==> config.mk <==
export PLATFORM = sky130hd
export DESIGN_NAME = rtctc_top
export DESIGN_NICKNAME = d
export VERILOG_FILES = /design/src/design/rtctc_pkg.sv /design/src/design/rtctc_top.sv
export SDC_FILE = /design/constraint.sdc
export NUM_CORES = 1
export LEC_CHECK = 0
export ABC_AREA = 1
export BUFFER_PORTS_ARGS = -buffer_cell sky130_fd_sc_hd__buf_4
export CAP_MARGIN = 20
export CORE_UTILIZATION = 60
export CTS_CLUSTER_DIAMETER = 150
export DETAILED_ROUTE_END_ITERATION = 8
export PLACE_DENSITY = 0.81
export RECOVER_POWER = 50
export SLEW_MARGIN = 20
export SYNTH_ARGS = -nofsm -noshare
export SYNTH_HDL_FRONTEND = slang
export SYNTH_SLANG_ARGS = --single-unit
==> constraint.sdc <==
create_clock -name clk -period 3.3 [get_ports clk]
set_input_delay 0.165 -clock clk [delete_from_list [all_inputs] [get_ports clk]]
set_output_delay 0.165 -clock clk [all_outputs]
set_load 0.1 [all_outputs]
==> src/design/rtctc_pkg.sv <==
package rtctc_pkg;

	// ***************************************************************
	// register map
	// ***************************************************************
	localparam logic [7:0] TRIM_ENABLE_ADDR  = 8'h1f;
	localparam logic [7:0] TRIM_AMOUNT_ADDR  = 8'h20;
	localparam logic [7:0] CLOCK_OUTPUT_ADDR = 8'h21;
	localparam logic [7:0] REG_RESET_VAL     = 8'h00;

	localparam int TRIM_ENABLE_BIT = 0;
	localparam int TRIM_AMOUNT_LSB = 0;
	localparam int TRIM_AMOUNT_W   = 6;
	localparam int TRIM_SIGN_BIT   = 6;
	localparam int CLK_MASK_BIT    = 0;

	// ***************************************************************
	// timing
	// ***************************************************************
	localparam int CLK_HZ        = 100_000_000;
	localparam int SLOW_HZ       = 32_768;
	localparam int HALF_CYC      = CLK_HZ / (2 * SLOW_HZ);
	localparam int TICKS_PER_SEC = 32_768;
	localparam int WINDOW_SECS   = 64;
	localparam int SEC_W         = 32;

endpackage

==> src/design/rtctc_top.sv <==
`timescale 1ns/100ps
`default_nettype none
// How it works
// - trim enable bit turns correction on
// - amount seconds corrected per 64-second window
// - sign bit: add or subtract seconds
// - mask bit silences the 32 kHz output
// - three registers read/write, reset to zero
// - on backup power the clock keeps counting
module rtctc_top #(
	parameter int TICKS_PER_SEC = rtctc_pkg::TICKS_PER_SEC
) (
	input  wire logic                       clk,
	input  wire logic                       resetn,
	input  wire logic                       on_backup,
	input  wire logic [7:0]                 reg_addr,
	input  wire logic [7:0]                 reg_wdata,
	input  wire logic                       reg_wr,
	input  wire logic                       reg_rd,
	output logic      [7:0]                 reg_rdata,
	output logic                            clk32k_out,
	output logic                            sec_pulse,
	output logic      [rtctc_pkg::SEC_W-1:0] sec_count
);
	import rtctc_pkg::*;

	localparam int DIV_W  = $clog2(HALF_CYC + 1);
	localparam int TICK_W = $clog2(TICKS_PER_SEC + 1);

	typedef struct packed {
		logic                     trim_en;
		logic [TRIM_AMOUNT_W-1:0] trim_amount;
		logic                     trim_sign;
		logic                     clk_mask;
		logic [DIV_W-1:0]         div_cnt;
		logic                     slow_clk;
		logic [TICK_W-1:0]        tick_cnt;
		logic [5:0]               win_cnt;
		logic [SEC_W-1:0]         secs;
		logic                     pulse;
		logic                     clk_out;
		logic [7:0]               rdata;
	} rtctc_state_t;

	// ***************************************************************
	// reset release and pin synchroniser
	// ***************************************************************
	logic [1:0] rst_sync_q;
	logic       rst_n;
	logic [1:0] bk_sync_q;
	logic       backup;

	always_ff @(posedge clk or negedge resetn) begin
		if (!resetn) begin
			rst_sync_q <= 2'h0;
		end else begin
			rst_sync_q <= {rst_sync_q[0], 1'b1};
		end
	end
	assign rst_n = rst_sync_q[1];

	always_ff @(posedge clk or negedge rst_n) begin
		if (!rst_n) begin
			bk_sync_q <= 2'h0;
		end else begin
			bk_sync_q <= {bk_sync_q[0], on_backup};
		end
	end
	assign backup = bk_sync_q[1];

	// ***************************************************************
	// next state
	// ***************************************************************
	rtctc_state_t st_q;
	rtctc_state_t st_d;
	logic         half_done;
	logic         tick32;
	logic         sec_tick;
	logic         trim_hit;
	logic         bus_ok;

	always_comb begin
		st_d      = st_q;
		// registers live on the keep-alive supply, so no access while on backup
		bus_ok    = !backup;
		half_done = (st_q.div_cnt == DIV_W'(HALF_CYC - 1));
		tick32    = half_done && !st_q.slow_clk;
		sec_tick  = tick32 && (st_q.tick_cnt == TICK_W'(TICKS_PER_SEC - 1));
		trim_hit  = st_q.trim_en && (st_q.win_cnt < st_q.trim_amount);

		st_d.div_cnt = half_done ? '0 : st_q.div_cnt + DIV_W'(1);
		if (half_done) begin
			st_d.slow_clk = !st_q.slow_clk;
		end
		if (tick32) begin
			st_d.tick_cnt = sec_tick ? '0 : st_q.tick_cnt + TICK_W'(1);
		end

		// counting runs regardless of supply state
		st_d.pulse = 1'b0;
		if (sec_tick) begin
			st_d.win_cnt = st_q.win_cnt + 6'h01;
			if (!trim_hit) begin
				st_d.secs  = st_q.secs + SEC_W'(1);
				st_d.pulse = 1'b1;
			end else if (!st_q.trim_sign) begin
				// add: this second counts twice
				st_d.secs  = st_q.secs + SEC_W'(2);
				st_d.pulse = 1'b1;
			end else begin
				// subtract: this second is swallowed, no pulse
				st_d.secs  = st_q.secs;
			end
		end

		// system side is unpowered on backup, so the clock pin stays low
		st_d.clk_out = st_d.slow_clk && !st_q.clk_mask && !backup;

		if (reg_wr && bus_ok) begin
			case (reg_addr)
				TRIM_ENABLE_ADDR: begin
					st_d.trim_en = reg_wdata[TRIM_ENABLE_BIT];
				end
				TRIM_AMOUNT_ADDR: begin
					st_d.trim_amount = reg_wdata[TRIM_AMOUNT_LSB +: TRIM_AMOUNT_W];
					st_d.trim_sign   = reg_wdata[TRIM_SIGN_BIT];
				end
				CLOCK_OUTPUT_ADDR: begin
					st_d.clk_mask = reg_wdata[CLK_MASK_BIT];
				end
				default: begin
				end
			endcase
		end

		if (reg_rd) begin
			st_d.rdata = 8'h00;
			if (bus_ok) begin
				case (reg_addr)
					TRIM_ENABLE_ADDR: begin
						st_d.rdata[TRIM_ENABLE_BIT] = st_q.trim_en;
					end
					TRIM_AMOUNT_ADDR: begin
						st_d.rdata[TRIM_AMOUNT_LSB +: TRIM_AMOUNT_W] = st_q.trim_amount;
						st_d.rdata[TRIM_SIGN_BIT] = st_q.trim_sign;
					end
					CLOCK_OUTPUT_ADDR: begin
						st_d.rdata[CLK_MASK_BIT] = st_q.clk_mask;
					end
					default: begin
					end
				endcase
			end
		end
	end

	// ***************************************************************
	// state register
	// ***************************************************************
	always_ff @(posedge clk or negedge rst_n) begin
		if (!rst_n) begin
			st_q <= '0;
		end else begin
			st_q <= st_d;
		end
	end

	assign reg_rdata  = st_q.rdata;
	assign clk32k_out = st_q.clk_out;
	assign sec_pulse  = st_q.pulse;
	assign sec_count  = st_q.secs;
endmodule
`default_nettype wire

==> metrics.csv <==
metric;value;unit
Post-CTS Resized;0;
Setup Buffers After CTS;0;
GR Overflow Total;0;
post-route cell area;6420;µm²
Worst-Skew Late Latency;0.38;ns
Main synth FF type;dfrtp_1;
Hold Fails Final Rpt;0;
Synth cell types;32;
Die Ht;102;µm
dpl hpwl;9750;µm
CP endpoint kind;register;
failing checks;capacitance limit, slew limit;
Initial Utilization;63.2;%
Leak Pwr;3.25;nW
hold_buf cts;2;
Worst Clk Skew;0.0126;ns
Slew Limit Fails;37;
CTS clk-pin slew, worst paths;0.10;ns
Starting DRT DRC Count;312;
CP Max Fanout;9;
CTS max path bufs;2;
via density per instance;5.36;
WP data arrival;3.17;ns
row count;35;
htree depth;3;
Critical Path RT;3.61;ns
die area;10300;µm²
status;finished with violations;
setup violators final;0;
kind of critical path;register to register;
crit path buf inv count;2;
kind of cell adding the most delay to the critical path;simple AND/OR/NAND/NOR gates;
Avg Inst Size Synth;7.00;µm²
Post-layout nets;910;
Tcrit/Tclk final;86.7;%
Ports;63;
CTS sink count;88;
post-route setup slack;0.440;ns
ant diodes;0;
RePlAce Congestion;0.959;
critical-path cell list;inv_1, ha_1, nand2_1, nor2_1, nand3_1, inv_1, ha_1, nand3_1, nor2_1, nand3_1, nor2_4, nand2_1, nand2_2, nand3_1, nand2_1;
1st-pass router iterations;7;
startpoint types;register;
layout cells sized above 1;12.9;%
sequential share of power;55.9;%
Worst-Margin Slew;1.51;ns
Total Routing Usage GR;28.4;%
Final TNS setup;0;ns
switching share of power;24.9;%
Seq/Total Area, Yosys;37.0;%
HP Class;input port to register;
vias;5418;
drt total wl;13400;µm
count of flip-flops with a built-in enable after synthesis;0;
Port Buf Inserts;60;
initial antenna violation count;0;
die span in x;102;µm
Antenna Nets Post-Route;0;
post-synthesis async set-or-reset flop share;100;%
Post-DP Area;6250;µm²
CTS tree;yes;
CTS buffer count;9;
RSZ-0062 raised after global routing;no;
DRC;0;
crit-path max cell delay;0.43;ns
Area Overhead vs Synth;7.84;%
number of global-route vias before repair;5161;
Switch Pwr;0.487;mW
Syn Inst Count;851;
CP max-delay cell;ha_1;
first-pass GRT wire length;23000;µm
dpl ws;0.551;ns
synthesized area;5950;µm²
Root Driver;clkbuf_8;
Clk pwr share;40.6;%
Ys Warns;0;
peak supply drop;0.000208;V
Avg WL per Cell;13.2;µm
Slew Limit Headroom;-0.563;%
cell mode on critical path;nand3_1;
Int Power;1.47;mW
combinational fraction of design power;3.5;%
MaxCap Viol Count;1;
largest net degree at the start of global routing;37;
Max Clock Freq;350;MHz
Yosys reg bits;88;
Post-Syn Nets;884;
P per Cell Area;305;nW/µm²
Core Region;9420;µm²
fin crit period;2.86;ns
worst register-to-register path, stage by stage (launching register included):
cell	delay [ns]
dfrtp_1	0.42
inv_1	0.09
ha_1	0.15
nand2_1	0.05
nor2_1	0.09
nand3_1	0.20
inv_1	0.25
ha_1	0.43
nand3_1	0.13
nor2_1	0.10
nand3_1	0.12
nor2_4	0.22
nand2_1	0.14
nand2_2	0.22
nand3_1	0.11
nand2_1	0.07
flip-flops by register name (all words and copies together) (netlist names):
register    count
sec_count      32
rst_sync_q      2
st_q           43
clk32k_out      1
bk_sync_q       2
sec_pulse       1
reg_rdata       7
through the flow:
step / instances / hold WS (ns) / utilization, % / total power [mW]
after floorplan: 851 / -0.131 / - / 1.15
after global routing: 1011 / 0.0285 / 68.2 / 2.03
after detailed placement: 993 / -0.0519 / 66.3 / 1.19
after global placement: 993 / -0.0529 / 66.3 / 1.18
final: 1011 / 0.0336 / 68.2 / 1.96
after CTS: 1011 / 0.0337 / 68.7 / 1.97
cells by family after synthesis:
logic type | count (synthesis) | synth area share [%]
xor gates and xnor gates | 41 | 6.03
adders and majority gates | 12 | 2.52
DFF | 88 | 37.0
AOI/OAI and AO/OA | 50 | 4.39
buffers and inverters | 137 | 11.4
other | 2 | 0.126
and+or+nand+nor | 521 | 38.5
cells in the mapped netlist (4+ instances only):
| master | count | share of area, % |
|---|---|---|
| a21oi_1 | 18 | 1.5 |
| buf_2 | 7 | 0.59 |
| buf_4 | 42 | 5.3 |
| dfrtp_1 | 88 | 37 |
| ha_1 | 12 | 2.5 |
| inv_1 | 82 | 5.2 |
| nand2_1 | 303 | 19 |
| nand2_2 | 9 | 0.95 |
| nand3_1 | 90 | 7.6 |
| nand4_1 | 4 | 0.42 |
| nor2_1 | 68 | 4.3 |
| nor2_2 | 11 | 1.2 |
| nor2_4 | 13 | 2.5 |
| nor3_1 | 12 | 1.0 |
| o21ai_0 | 27 | 2.3 |
| or2_2 | 4 | 0.42 |
| xnor2_1 | 12 | 1.8 |
| xor2_1 | 29 | 4.3 |
cell usage in the layout, fill, tap and decap left out, types with 9 or more instances in the layout:
| cell type | n |
|---|---|
| o21ai_0 | 27 |
| nor2_2 | 11 |
| clkbuf_1 | 12 |
| a21oi_1 | 18 |
| nor2_1 | 68 |
| nand3_1 | 90 |
| inv_1 | 82 |
| buf_4 | 52 |
| clkbuf_8 | 9 |
| nor3_1 | 12 |
| xnor2_1 | 12 |
| dfrtp_1 | 88 |
| xor2_1 | 29 |
| nand2_2 | 9 |
| ha_1 | 12 |
| nand2_1 | 303 |
| nor2_4 | 13 |
worst paths after layout:
path | end | slack [ns] | startpoint | cells past startpoint
min in group asynchronous | rst_sync_q[1]$_DFF_PN0_ | 0.11 | resetn | 2
worst min register to register | bk_sync_q[1]$_DFF_PN0_ | 0.36 | bk_sync_q[0]$_DFF_PN0_ | 0
worst max-delay path | sec_count[20]$_DFFE_PN0P_ | 0.44 | st_q[65]$_DFF_PN0_ | 15
max in group asynchronous | sec_count[31]$_DFFE_PN0P_ | 0.88 | rst_sync_q[1]$_DFF_PN0_ | 1
worst max register to register | sec_count[20]$_DFFE_PN0P_ | 0.44 | st_q[65]$_DFF_PN0_ | 15
worst min-delay path | st_q[82]$_DFFE_PN0P_ | 0.03 | reg_wdata[4] | 3
routing by layer:
layer  vias up  part of all wire [%]  GRT usage (%)
li1       2671                     -              -
met1      2555                    42           34.6
met2       170                    50           49.4
met3        22                   5.6           4.62
met4         0                   2.0           12.8
met5         -                     0              0
power by group through the flow:
| stage | Combinational (mW) | Clock, mW | Sequential [mW] |
|---|---|---|---|
| after floorplan | 0.0296 | 0 | 1.12 |
| after global placement | 0.0660 | 0 | 1.12 |
| after detailed placement | 0.0677 | 0 | 1.12 |
| after CTS | 0.0699 | 0.804 | 1.10 |
| after global routing | 0.0759 | 0.852 | 1.10 |
| final | 0.0677 | 0.795 | 1.10 |
area by class of cell:
cell class / count / area (µm²)
sequential: 88 / 2200
timing repair buffer: 67 / 464
multi-input combinational: 626 / 3070
tap: 129 / 161
fill: 787 / 2990
clock inverter: 6 / 75.1
clock buffer: 10 / 128
inverter: 85 / 319
No activity file was read; power rests on OpenSTA's default activity.
